==> src/include/sysref_clock_control_defines.svh <==
`ifndef SYSREF_CLOCK_CONTROL_DEFINES_SVH
`define SYSREF_CLOCK_CONTROL_DEFINES_SVH

// ==========================================
// Register offsets
`define CC_ADDR_A 15'h0029
`define CC_ADDR_B 15'h002A
`define CC_ADDR_C 15'h002B
`define CC_ADDR_POS0 15'h002C
`define CC_ADDR_POS1 15'h002D
`define CC_ADDR_POS2 15'h002E

// ==========================================
// Reset values
`define CC_RESET_A 8'h00
`define CC_RESET_B 8'h00
`define CC_RESET_C 8'h11
`define CC_READ_UNMAPPED 8'h00

// ==========================================
// Field positions
`define CA_PROC_EN_BIT 6
`define CA_RECV_EN_BIT 5
`define CA_FINE_SCALE_BIT 4
`define CA_DELAY_MSB 3
`define CA_DELAY_LSB 0
`define CB_TIMESTAMP_BIT 3
`define CB_DEVCLK_PECL_BIT 2
`define CB_SYSREF_PECL_BIT 1
`define CB_INVERT_BIT 0
`define CC_FB_GAIN_BIT 4
`define CC_NOISE_SUPPR_BIT 2
`define CC_SAMPLE_DELAY_MSB 1
`define CC_SAMPLE_DELAY_LSB 0

// ==========================================
// Serial frame timing
`define SPI_HDR_LAST 4'hF
`define SPI_BYTE_LAST 3'h7

`endif

==> src/include/sysref_clock_control_pkg.sv <==
package sysref_clock_control_pkg;

	typedef enum logic [1:0]
	{
		SPI_IDLE = 2'b00,
		SPI_HEADER = 2'b01,
		SPI_DATA = 2'b10
	} spi_state_t;

	typedef struct packed
	{
		logic wr;
		logic [14:0] addr;
		logic [7:0] wdata;
	} reg_req_t;

	typedef struct packed
	{
		logic receiver_enable;
		logic processor_enable;
		logic window_fine_scale;
		logic [3:0] delay_choice;
		logic polarity_invert;
		logic pecl_mode;
	} sysref_ctrl_t;

	typedef struct packed
	{
		logic device_clock_pecl_mode;
		logic converter_feedback_gain;
		logic supply_noise_suppress;
		logic [1:0] sample_clock_delay;
	} clock_ctrl_t;

endpackage

==> src/serial_reg_port.sv <==
`timescale 1ns/100ps
`include "sysref_clock_control_defines.svh"

module serial_reg_port
(
	// Clock and reset
	input wire logic clock_in,
	input wire logic rst_b_in,
	// Serial pins
	input wire logic sclk_in,
	input wire logic sen_b_in,
	input wire logic sdi_in,
	output logic sdo_out,
	// Register side
	output sysref_clock_control_pkg::reg_req_t req_out,
	output logic [14:0] rd_addr_out,
	input wire logic [7:0] rd_data_in
);
	import sysref_clock_control_pkg::*;

	// ==========================================
	// Pin synchronisers
	// Third stage only feeds edge detection; stage 0 is read by stage 1 alone
	logic [2:0] sclk_s_r;
	logic [1:0] sen_s_r;
	logic [1:0] sdi_s_r;
	logic rise;
	logic fall;
	logic sel;

	always_ff @(posedge clock_in or negedge rst_b_in)
	begin
		if (!rst_b_in)
		begin
			sclk_s_r <= 3'h0;
			sen_s_r <= 2'h3;
			sdi_s_r <= 2'h0;
		end
		else
		begin
			sclk_s_r <= {sclk_s_r[1:0], sclk_in};
			sen_s_r <= {sen_s_r[0], sen_b_in};
			sdi_s_r <= {sdi_s_r[0], sdi_in};
		end
	end

	assign rise = sclk_s_r[1] & ~sclk_s_r[2];
	assign fall = ~sclk_s_r[1] & sclk_s_r[2];
	assign sel = ~sen_s_r[1];

	// ==========================================
	// Frame state: R/W bit, 15-bit address, then data bytes with ascending address
	spi_state_t state_r, state_nxt;
	logic [3:0] hdr_cnt_r, hdr_cnt_nxt;
	logic [2:0] bit_pos_r, bit_pos_nxt;
	logic [15:0] hdr_sh_r, hdr_sh_nxt;
	logic rw_r, rw_nxt;
	logic [14:0] addr_r, addr_nxt;
	logic [7:0] wsh_r, wsh_nxt;
	logic [7:0] osh_r, osh_nxt;
	logic sdo_r, sdo_nxt;
	reg_req_t req_r, req_nxt;

	always_comb
	begin
		state_nxt = state_r;
		hdr_cnt_nxt = hdr_cnt_r;
		bit_pos_nxt = bit_pos_r;
		hdr_sh_nxt = hdr_sh_r;
		rw_nxt = rw_r;
		addr_nxt = addr_r;
		wsh_nxt = wsh_r;
		osh_nxt = osh_r;
		req_nxt = req_r;
		req_nxt.wr = 1'b0;
		if (!sel)
		begin
			state_nxt = SPI_IDLE;
			hdr_cnt_nxt = 4'h0;
			bit_pos_nxt = 3'h0;
		end
		else
		begin
			case (state_r)
				SPI_IDLE:
				begin
					state_nxt = SPI_HEADER;
				end
				SPI_HEADER:
				begin
					if (rise)
					begin
						hdr_sh_nxt = {hdr_sh_r[14:0], sdi_s_r[1]};
						hdr_cnt_nxt = hdr_cnt_r + 4'h1;
						if (hdr_cnt_r == `SPI_HDR_LAST)
						begin
							rw_nxt = hdr_sh_r[14];
							addr_nxt = {hdr_sh_r[13:0], sdi_s_r[1]};
							bit_pos_nxt = 3'h0;
							state_nxt = SPI_DATA;
						end
					end
				end
				SPI_DATA:
				begin
					if (rise)
					begin
						wsh_nxt = {wsh_r[6:0], sdi_s_r[1]};
						bit_pos_nxt = bit_pos_r + 3'h1;
						if (bit_pos_r == `SPI_BYTE_LAST)
						begin
							req_nxt.wr = ~rw_r;
							req_nxt.addr = addr_r;
							req_nxt.wdata = {wsh_r[6:0], sdi_s_r[1]};
							addr_nxt = addr_r + 15'h0001;
						end
					end
					// Load on the fall ahead of each byte so its MSB is ready for the next rise
					if (fall)
					begin
						if (bit_pos_r == 3'h0)
							osh_nxt = rd_data_in;
						else
							osh_nxt = {osh_r[6:0], 1'b0};
					end
				end
				default:
				begin
					state_nxt = SPI_IDLE;
				end
			endcase
		end
		sdo_nxt = (state_nxt == SPI_DATA) && rw_nxt && osh_nxt[7];
	end

	always_ff @(posedge clock_in or negedge rst_b_in)
	begin
		if (!rst_b_in)
		begin
			state_r <= SPI_IDLE;
			hdr_cnt_r <= 4'h0;
			bit_pos_r <= 3'h0;
			hdr_sh_r <= 16'h0000;
			rw_r <= 1'b0;
			addr_r <= 15'h0000;
			wsh_r <= 8'h00;
			osh_r <= 8'h00;
			sdo_r <= 1'b0;
			req_r <= '0;
		end
		else
		begin
			state_r <= state_nxt;
			hdr_cnt_r <= hdr_cnt_nxt;
			bit_pos_r <= bit_pos_nxt;
			hdr_sh_r <= hdr_sh_nxt;
			rw_r <= rw_nxt;
			addr_r <= addr_nxt;
			wsh_r <= wsh_nxt;
			osh_r <= osh_nxt;
			sdo_r <= sdo_nxt;
			req_r <= req_nxt;
		end
	end

	assign sdo_out = sdo_r;
	assign req_out = req_r;
	assign rd_addr_out = addr_r;

endmodule

==> src/sysref_clock_control_regs.sv <==
`timescale 1ns/100ps
`include "sysref_clock_control_defines.svh"

module sysref_clock_control_regs
(
	// Clock and reset
	input wire logic clock_in,
	input wire logic rst_b_in,
	// Serial register port
	input wire logic sclk_in,
	input wire logic sen_b_in,
	input wire logic sdi_in,
	output logic sdo_out,
	// SYSREF and status from the analog front end
	input wire logic sysref_in,
	input wire logic [23:0] sysref_edge_position_in,
	// Datapath mode, same clock domain
	input wire logic timestamp_marking_enable_in,
	input wire logic decimation_is_one_in,
	// Configuration towards the clock and SYSREF circuits
	output sysref_clock_control_pkg::sysref_ctrl_t sysref_cfg_out,
	output sysref_clock_control_pkg::clock_ctrl_t clock_cfg_out,
	// SYSREF results
	output logic sysref_event_out,
	output logic sample_lsb_timestamp_out
);
	import sysref_clock_control_pkg::*;

	// ==========================================
	// Serial port
	reg_req_t req;
	logic [14:0] rd_addr;
	logic [7:0] rd_data;

	serial_reg_port u_port
	(
		.clock_in(clock_in),
		.rst_b_in(rst_b_in),
		.sclk_in(sclk_in),
		.sen_b_in(sen_b_in),
		.sdi_in(sdi_in),
		.sdo_out(sdo_out),
		.req_out(req),
		.rd_addr_out(rd_addr),
		.rd_data_in(rd_data)
	);

	// ==========================================
	// Registers
	// Whole bytes are stored so reserved bits read back as written
	logic [7:0] ca_r;
	logic [7:0] cb_r;
	logic [7:0] cc_r;
	logic wr_a;
	logic wr_b;
	logic wr_c;

	assign wr_a = req.wr && (req.addr == `CC_ADDR_A);
	assign wr_b = req.wr && (req.addr == `CC_ADDR_B);
	assign wr_c = req.wr && (req.addr == `CC_ADDR_C);

	always_ff @(posedge clock_in or negedge rst_b_in)
	begin
		if (!rst_b_in)
		begin
			ca_r <= `CC_RESET_A;
			cb_r <= `CC_RESET_B;
			cc_r <= `CC_RESET_C;
		end
		else
		begin
			if (wr_a)
				ca_r <= req.wdata;
			if (wr_b)
				cb_r <= req.wdata;
			if (wr_c)
				cc_r <= req.wdata;
		end
	end

	// ==========================================
	// Edge position status
	// Bits are synchronised one by one; a read during an update may mix old and new bits
	logic [23:0] pos_s1_r;
	logic [23:0] pos_s2_r;

	always_ff @(posedge clock_in or negedge rst_b_in)
	begin
		if (!rst_b_in)
		begin
			pos_s1_r <= 24'h00_0000;
			pos_s2_r <= 24'h00_0000;
		end
		else
		begin
			pos_s1_r <= sysref_edge_position_in;
			pos_s2_r <= pos_s1_r;
		end
	end

	// ==========================================
	// Read decode
	assign rd_data = (rd_addr == `CC_ADDR_A) ? ca_r :
		(rd_addr == `CC_ADDR_B) ? cb_r :
		(rd_addr == `CC_ADDR_C) ? cc_r :
		(rd_addr == `CC_ADDR_POS0) ? pos_s2_r[7:0] :
		(rd_addr == `CC_ADDR_POS1) ? pos_s2_r[15:8] :
		(rd_addr == `CC_ADDR_POS2) ? pos_s2_r[23:16] :
		`CC_READ_UNMAPPED;

	// ==========================================
	// Configuration outputs
	logic recv_en;
	logic proc_en;
	logic invert;
	logic ts_en;

	assign recv_en = ca_r[`CA_RECV_EN_BIT];
	assign proc_en = ca_r[`CA_PROC_EN_BIT];
	assign invert = cb_r[`CB_INVERT_BIT];
	assign ts_en = cb_r[`CB_TIMESTAMP_BIT];

	assign sysref_cfg_out.receiver_enable = recv_en;
	assign sysref_cfg_out.processor_enable = proc_en;
	assign sysref_cfg_out.window_fine_scale = ca_r[`CA_FINE_SCALE_BIT];
	assign sysref_cfg_out.delay_choice = ca_r[`CA_DELAY_MSB:`CA_DELAY_LSB];
	assign sysref_cfg_out.polarity_invert = invert;
	assign sysref_cfg_out.pecl_mode = cb_r[`CB_SYSREF_PECL_BIT];
	assign clock_cfg_out.device_clock_pecl_mode = cb_r[`CB_DEVCLK_PECL_BIT];
	assign clock_cfg_out.converter_feedback_gain = cc_r[`CC_FB_GAIN_BIT];
	assign clock_cfg_out.supply_noise_suppress = cc_r[`CC_NOISE_SUPPR_BIT];
	assign clock_cfg_out.sample_clock_delay = cc_r[`CC_SAMPLE_DELAY_MSB:`CC_SAMPLE_DELAY_LSB];

	// ==========================================
	// SYSREF path
	// The processor enable alone does nothing with the receiver off, so events need both
	logic [1:0] sr_s_r;
	logic aligned_r;
	logic aligned_d_r;
	logic event_r;
	logic ts_r;
	logic ts_allowed;

	assign ts_allowed = ts_en && timestamp_marking_enable_in && decimation_is_one_in;

	always_ff @(posedge clock_in or negedge rst_b_in)
	begin
		if (!rst_b_in)
		begin
			sr_s_r <= 2'h0;
			aligned_r <= 1'b0;
			aligned_d_r <= 1'b0;
			event_r <= 1'b0;
			ts_r <= 1'b0;
		end
		else
		begin
			sr_s_r <= {sr_s_r[0], sysref_in};
			aligned_r <= recv_en & (sr_s_r[1] ^ invert);
			aligned_d_r <= aligned_r;
			event_r <= proc_en & recv_en & aligned_r & ~aligned_d_r;
			ts_r <= ts_allowed & aligned_r;
		end
	end

	assign sysref_event_out = event_r;
	assign sample_lsb_timestamp_out = ts_r;

	// ==========================================
	// Assertions
	AST_EVENT_NEEDS_PROC: assert property (@(posedge clock_in) disable iff (!rst_b_in)
		sysref_event_out |-> $past(proc_en) && $past(recv_en) && $past(aligned_r))
		else $error("SYSREF event without processor and receiver enabled");

	AST_RESET_VALUES: assert property (@(posedge clock_in)
		$rose(rst_b_in) |-> (ca_r == `CC_RESET_A) && (cb_r == `CC_RESET_B)
			&& (cc_r == `CC_RESET_C))
		else $error("Register reset values wrong");

	AST_RECV_OFF_QUIET: assert property (@(posedge clock_in) disable iff (!rst_b_in)
		!recv_en ##1 !recv_en |=> !aligned_r && !sysref_event_out)
		else $error("SYSREF passes with receiver disabled");

	AST_POLARITY: assert property (@(posedge clock_in) disable iff (!rst_b_in)
		recv_en |=> aligned_r == ($past(sr_s_r[1]) ^ $past(invert)))
		else $error("SYSREF polarity not applied");

	AST_TIMESTAMP_CAUSE: assert property (@(posedge clock_in) disable iff (!rst_b_in)
		sample_lsb_timestamp_out |-> $past(ts_en) && $past(timestamp_marking_enable_in)
			&& $past(aligned_r))
		else $error("Timestamp LSB set without both enables");

	AST_TIMESTAMP_DECIM: assert property (@(posedge clock_in) disable iff (!rst_b_in)
		!decimation_is_one_in |=> !sample_lsb_timestamp_out)
		else $error("Timestamp LSB driven with decimation active");

	AST_WRITE_A: assert property (@(posedge clock_in) disable iff (!rst_b_in)
		wr_a |=> ca_r == $past(req.wdata) ##1 (rd_addr != `CC_ADDR_A || rd_data == ca_r))
		else $error("clock_control_a write not stored");

	AST_WRITE_C: assert property (@(posedge clock_in) disable iff (!rst_b_in)
		wr_c |=> clock_cfg_out.converter_feedback_gain == $past(req.wdata[`CC_FB_GAIN_BIT]))
		else $error("Feedback gain not taken from write");

	AST_STATUS_READ: assert property (@(posedge clock_in) disable iff (!rst_b_in)
		(rd_addr == `CC_ADDR_POS2) |-> rd_data == $past(sysref_edge_position_in[23:16], 2))
		else $error("Edge position read wrong");

	AST_WRITE_B: assert property (@(posedge clock_in) disable iff (!rst_b_in)
		wr_b |=> cb_r == $past(req.wdata))
		else $error("clock_control_b write not stored");

	AST_HOLD_REGS: assert property (@(posedge clock_in) disable iff (!rst_b_in)
		!req.wr |=> $stable(ca_r) && $stable(cb_r) && $stable(cc_r))
		else $error("Register changed without a write");

	AST_DELAY_CHOICE: assert property (@(posedge clock_in) disable iff (!rst_b_in)
		wr_a |=> sysref_cfg_out.delay_choice
			== $past(req.wdata[`CA_DELAY_MSB:`CA_DELAY_LSB]))
		else $error("Delay tap choice not taken from write");

	AST_EVENT_ONE_CYCLE: assert property (@(posedge clock_in) disable iff (!rst_b_in)
		sysref_event_out |=> !sysref_event_out)
		else $error("SYSREF event pulse longer than one cycle");

endmodule

==> config.mk <==
export PLATFORM = sky130hd
export DESIGN_NAME = sysref_clock_control_regs
export DESIGN_NICKNAME = d
export VERILOG_FILES = /design/src/include/sysref_clock_control_pkg.sv /design/src/serial_reg_port.sv /design/src/sysref_clock_control_regs.sv
export VERILOG_INCLUDE_DIRS = /design/src /design/src/include
export SDC_FILE = /design/constraint.sdc
export NUM_CORES = 1
export LEC_CHECK = 0
export ABC_AREA = 1
export BUFFER_PORTS_ARGS = -buffer_cell sky130_fd_sc_hd__buf_4
export CAP_MARGIN = 15
export CORE_UTILIZATION = 54
export CTS_CLUSTER_DIAMETER = 100
export DETAILED_ROUTE_END_ITERATION = 8
export GPL_ROUTABILITY_DRIVEN = 1
export GPL_TIMING_DRIVEN = 0
export MAX_ROUTING_LAYER = met4
export PLACE_DENSITY = 0.84
export SYNTH_ARGS = -nofsm -noshare
export SYNTH_HDL_FRONTEND = slang
export SYNTH_SLANG_ARGS = --single-unit
==> constraint.sdc <==
create_clock -name clock_in -period 2 [get_ports clock_in]
set_clock_uncertainty 0.15 [all_clocks]
set_input_delay 0.2 -clock clock_in [delete_from_list [all_inputs] [get_ports clock_in]]
set_output_delay 0.2 -clock clock_in [all_outputs]
set_load 0.05 [all_outputs]
# Yosys cells after proc, flatten, opt, wreduce, memory -nomap -nowiden
# Cells that the tools add are included.
dict set report totals {
  register_bits 165
  in_bits 32
  wordCells 118
}
dict set report op_classes {
  add_sub_neg 3
  n_eq_ne 21
  muxes 35
  bitwise 13
  n_reduce_logical 20
}
# op n
set op_table {}
lappend op_table {{$eq A15 B6 Y1 const B} 9}
lappend op_table {{$mux W24} 4}
lappend op_table {{$mux W8} 10}
lappend op_table {{$mux W15} 4}
lappend op_table {{$pmux W15 S2} 1}
lappend op_table {{$add A15 B1 Y15 const B} 1}
lappend op_table {{$mux W3} 4}
lappend op_table {{$mux W4} 3}
lappend op_table {{$ne A3 B1 Y1 const B} 3}
lappend op_table {{$reduce_and A3 Y1} 3}
lappend op_table {{$ne A2 B1 Y1 const B} 4}
lappend op_table {{$reduce_and A4 Y1} 2}
lappend op_table {{$and A1 B1 Y1} 7}
lappend op_table {{$logic_and A1 B1 Y1} 7}
lappend op_table {{$mux W2} 3}
lappend op_table {{$pmux W2 S3} 1}
lappend op_table {{$pmux W3 S2} 1}
lappend op_table {{$reduce_and A6 Y1} 1}
lappend op_table {{$reduce_bool A2 Y1} 3}
lappend op_table {{$not A1 Y1} 5}
lappend op_table {{$add A4 B1 Y4 const B} 1}
lappend op_table {{$eq A2 B2 Y1 const B} 2}
lappend op_table {{$eq A4 B4 Y1 const B} 1}
lappend op_table {{$mux W1} 4}
lappend op_table {{8 further kinds} 8}

# Logic depth before layout (Yosys ltp)
dict set report depth {
  depth_word 12
  ltp_mapped 16
  depth_no_buf 16
}

# Cells and area by module
# Synthesis repeated with hierarchy kept, for this count alone.
dict set report unflattened {
  hier_cells 805
  hier_area_um2 7219.4
}
# mod n_inst cells_per_inst area_each_um2 seq_area_each_um2
set by_module_without_submodules {}
lappend by_module_without_submodules {serial_reg_port 1 465 3977.6 2179.6}
lappend by_module_without_submodules {sysref_clock_control_regs 1 340 3241.9 1954.4}

# Worst setup path before layout
# No wires, ideal clock.
dict set report synth_timing {
  path_kind {flip-flop to flip-flop}
  start {reg u_port.state_r[0]}
  end {reg u_port.req_r, in the netlist u_port.req_out[2]}
  setup_ps 129
  arrival_ps 1667
  required_ps 1721
  setup_slack_ps 54
  stages_incl_launch_ff 10
  path_buffers 2
  period_less_slack_ps 1946
  path_cell_list {dfrtp_1 -> inv_1 -> ha_1 -> inv_2 -> nor2_1 -> nand2_1 -> nor2_1 -> buf_2 -> buf_2 -> o22ai_1}
}
dict set report synth_via {
  elab_chain_len 2
}
# element line_no
set synth_lines {}
lappend synth_lines {{from (decl)} serial_reg_port.sv:53} ;# spi_state_t state_r, state_nxt;
lappend synth_lines {{from (signal assigned)} serial_reg_port.sv:153} ;# state_r <= state_nxt;
lappend synth_lines {{$eq A2 B2 Y1} serial_reg_port.sv:84} ;# case (state_r)
lappend synth_lines {{$reduce_and A4 Y1 (no source line)} --}
lappend synth_lines {{to (signal assigned)} serial_reg_port.sv:162} ;# req_r <= req_nxt;
lappend synth_lines {{to (decl)} serial_reg_port.sv:62} ;# reg_req_t req_r, req_nxt;
# Every way passes these cells.
# A chain may end at the register's enable or synchronous reset.

# Worst setup path after layout
dict set report layout_timing {
  start {reg u_port.addr_r[1] (netlist: u_port.rd_addr_out[1])}
  end {reg u_port.osh_r[0]}
}
dict set report layout_via {
  elab_chain_len 8
  elab_cells_between_ends 13
  classes_between {6 x eq/ne; 7 x mux}
}
# element line_no
set layout_lines {}
lappend layout_lines {{from (decl)} serial_reg_port.sv:58} ;# logic [14:0] addr_r, addr_nxt;
lappend layout_lines {{from (signal assigned)} serial_reg_port.sv:158} ;# addr_r <= addr_nxt;
lappend layout_lines {{$eq A15 B6 Y1 (no source line)} --}
lappend layout_lines {{$mux W8 (no source line) (5 in series)} --}
lappend layout_lines {{$mux W8 (no source line) *} --}
lappend layout_lines {{$mux W8 *} serial_reg_port.sv:121} ;# if (bit_pos_r == 3'h0)
lappend layout_lines {{to (signal assigned)} serial_reg_port.sv:160} ;# osh_r <= osh_nxt;
lappend layout_lines {{to (decl)} serial_reg_port.sv:60} ;# logic [7:0] osh_r, osh_nxt;
# Every way passes the cells marked *; elsewhere a longest branch is shown, timed or not.

==> flow_summary.ini <==
[clocking]
htree_levels = 4
cts-root-buf = clkbuf_16
clock_path_buffers = 2
cts-buffers-inserted = 17
tritoncts = yes
clock_latency_ns = 0.44
clkSinkCount = 165
path_clk_slew_ns = 0.07

[global_routing]
grt_usage_pct = 31.6
grt_pass1_vias = 6138
grt_pass1_wl_um = 30900
grt_max_degree = 92
grt-ovfl-total = 0
grt_antenna_before_repair = 4

[yosys]
muxShareOfSynthArea_pct = 0.142
syn_area_per_cell_um2 = 9.42
synthCells = 751
synth.yosys.warnings = 0
ys_types = 41
synth_area_mm2 = 0.00707
synth-simple-area-share_pct = 20.2
ys_ff_latch = 165
synth_compound_gate_area_share_pct = 10.4
ys_seq_area_share_pct = 58.5
async_reset_ff_share_pct = 100
synth_fp_nets = 795
synth_edf_count = 0
synth_adder_area_share_pct = 2.12
ys.flop_type = dfrtp_1
synth_top_family_by_area = simple AND/OR/NAND/NOR gates
synth_xor_area_share_pct = 1.11

[timing]
relSlewSlack_pct = 58.7
period_share_pct = 118
final_max_slew_viol_count = 0
grt_setup_unrepaired = yes
setup_viol = 40
final_hold_viol_count = 0
worstMarginPinSlew_ns = 0.620
finalSetupTns_ns = -6.64
fin_crit_ns = 2.36
timing.hold.ws_ns = 0.181
max_freq_mhz = 423
fin_ws_ns = -0.363

[power]
seq_power_share_pct = 46.3
power_frac_clock_pct = 43.0
comb_power_share_pct = 10.7
ir_drop_mv = 0.668
switching_power_uw = 1980
pwr_density_cell_mw_per_mm2 = 823
p_leak_uw = 0.00453
switching_share_pct = 25.8
p_int_uw = 5700

[cells_and_area]
nFillCells = 752
postLayoutCellArea_mm2 = 0.00934
regArea_mm2 = 0.00415
drive_gt1_share_pct = 29.7
nNetsFinal = 935
final_core_util_pct = 73.7
multi_input_area_mm2 = 0.00271
syn_to_final_growth_pct = 32.0

[setup_path]
critical_path.startpoint = u_port.rd_addr_out[1]
startpoint_type = flip-flop
path_cells = inv_4 > ha_2 > inv_2 > nor2_4 > nand3_4 > buf_8 > or2_0 > nand3_1 > nand2_1 > nand2_1 > nand2_1 > nand2_1 > nand2_1
r2r_start = u_port.rd_addr_out[1]
path_class = reg -> reg
r2r_slack_ns = -0.36
cpPeakStageDelay_ns = 0.45
cp.depth = 13
cp_num_buf_inv = 3
worstSetupEndpoint = u_port.osh_r[0]
rr_worst_depth = 13
cp.required_ns = 2.17
crit_fanout = 7
critPathTopFamily = simple AND/OR/NAND/NOR gates
worstPathArrival_ns = 2.54
worst_setup_path_end_kind = flip-flop
r2r-end = u_port.osh_r[0]
crit_top_cell = nand2_1
cpMaxStageDelayCell = dfrtp_2

[floorplan]
core-area_mm2 = 0.0127
die_w_um = 116
die_area_mm2 = 0.0136
rows = 41
die_h_um = 116
ios = 49
start_util_pct = 55.8

[placement]
port_buffers = 48
hpwlAfterDp_um = 10300
gp_congestion = 0.875
place_ws_ns = -0.323
placed_cell_area_mm2 = 0.00768

[detailed_routing]
drt_iter0_markers = 787
met1_length_um = 7840
maxUsedRoutingLayer = met4
ant_nets = 0
vias = 6396
wl_met3_um = 2160
routed_wl_um = 22700
wire_per_inst_um = 21.1
first_pass_iters = 9
vias_per_cell = 5.93
wl_met2_um = 11200
route.detailed.drc = 0

[flow_run]
maxCapViolCount = 0

[outcome]
violations = setup timing
outcome = finished, violations left

[hold_path]
hp-class = in -> async
==> registers in the layout, indices dropped and copies added (netlist names), 3 cells and up <==
| register | count |
|---|---|
| u_port.sclk_s_r | 3 |
| u_port.hdr_sh_r | 15 |
| u_port.bit_pos_r | 3 |
| ca_r | 8 |
| cb_r | 8 |
| pos_s2_r | 24 |
| u_port.osh_r | 8 |
| cc_r | 8 |
| pos_s1_r | 24 |
| u_port.hdr_cnt_r | 4 |
| u_port.req_out | 24 |
| u_port.rd_addr_out | 15 |
| u_port.wsh_r | 7 |
==> layout make-up <==
cell class | count | area share [%]
Antenna cell | 4 | 0.107
Buffer | 32 | 2.69
Clock buffer | 20 | 4.89
Clock inverter | 11 | 1.35
Inverter | 86 | 3.79
Multi-Input combinational cell | 466 | 29.0
Sequential cell | 165 | 44.4
Tap cell | 172 | 2.30
Timing Repair Buffer | 123 | 11.5
==> Yosys cell counts (2+ instances only) <==
master / n / area [um2]
nand2_1: 191 / 717
dfrtp_1: 161 / 4030
o21ai_0: 84 / 420
inv_1: 73 / 274
nor2_1: 37 / 139
a21oi_1: 29 / 145
nand3_1: 28 / 140
buf_4: 15 / 113
clkbuf_1: 13 / 48.8
ha_1: 12 / 150
nand4_1: 11 / 68.8
inv_2: 9 / 33.8
xor2_1: 8 / 70.1
nor2_2: 7 / 43.8
o22ai_1: 7 / 43.8
a41oi_1: 6 / 52.6
nor3_1: 6 / 30.0
clkinv_1: 4 / 15.0
dfstp_2: 4 / 105
nand2_2: 4 / 25.0
o211ai_1: 4 / 30.0
o21ai_1: 4 / 20.0
buf_6: 3 / 33.8
nand3_4: 3 / 52.6
nor2_8: 3 / 60.1
nor4_1: 3 / 18.8
or2_0: 3 / 18.8
buf_2: 2 / 10.0
nand2_4: 2 / 22.5
nor3_2: 2 / 20.0
nor3_4: 2 / 32.5
or2_1: 2 / 12.5
==> worst min-delay path by stage <==
stage / depth (start not counted) / startpoint / endpoint / slack (ns)
floorplan: 0 / rst_b_in / aligned_d_r / -0.25
global placement: 1 / sen_b_in / u_port.sen_s_r[0] / 0.16
detailed placement: 1 / rst_b_in / pos_s1_r[18] / 0.05
CTS: 0 / pos_s1_r[14] / pos_s2_r[14] / 0.20
global route: 0 / sr_s_r[0] / sr_s_r[1] / 0.21
finish: 2 / rst_b_in / pos_s2_r[17] / 0.18
==> what timing repair did <==
action,CTS,global route
pin swaps,13,30
setup endpoints to repair,68,90
hold buffers,31,0
resized for setup,51,107
hold endpoints to repair,103,0
cloned,0,1
buffers inserted,24,18
==> power by group through the flow <==
stage                     Clock (uW)  Sequential, uW  Combinational (uW)
after global placement             0            3600                 446
final                           3310            3560                 819
after detailed placement           0            3600                 469
after floorplan                    0            3580                 270
after global routing            3450            3560                 871
after CTS                       3240            3540                 654
==> placed cells by master (no fill, tap or decap), types with 6 or more instances in the layout <==
cell,instances
nand2_1,174
nand3_1,21
a21oi_1,18
nand3_4,6
buf_4,103
nor3_1,6
inv_2,13
o21ai_0,69
o22ai_1,7
nor2_2,10
inv_1,63
ha_1,7
clkbuf_16,18
nor2_4,7
dfrtp_1,152
a41oi_1,6
nand2_2,17
nor2_1,27
a21oi_2,10
dfrtp_2,9
nand2_4,6
dlygate4sd3_1,31
nand4_1,11
o21ai_1,18
xor2_1,8
==> through the flow <==
step                total power, uW  std cells
finish                         7690       1079
global route                   7880       1079
CTS                            7430       1058
detailed placement             4070        972
global placement               4050        971
floorplan                      3850        751
==> metal layers <==
| layer | up-vias | track usage, % |
|---|---|---|
| met5 | - | - |
| met3 | 165 | 7.37 |
| li1 | 2706 | - |
| met2 | 489 | 52.6 |
| met4 | 0 | 15.6 |
| met1 | 3036 | 35.7 |
==> worst reg2reg max path, cell delays in order, from the launching register on <==
cell,delay (ns)
dfrtp_2,0.45
inv_4,0.10
ha_2,0.18
inv_2,0.05
nor2_4,0.26
nand3_4,0.19
buf_8,0.20
or2_0,0.25
nand3_1,0.12
nand2_1,0.06
nand2_1,0.08
nand2_1,0.08
nand2_1,0.06
nand2_1,0.04
==> logic make-up after synthesis <==
kind of cell	Yosys count
buffers and inverters	120
muxes	1
AOI/OAI and AO/OA	137
DFF	165
xor gates and xnor gates	9
and+or+nand+nor	307
adders and majority gates	12
(Power assumes the default switching activity.)
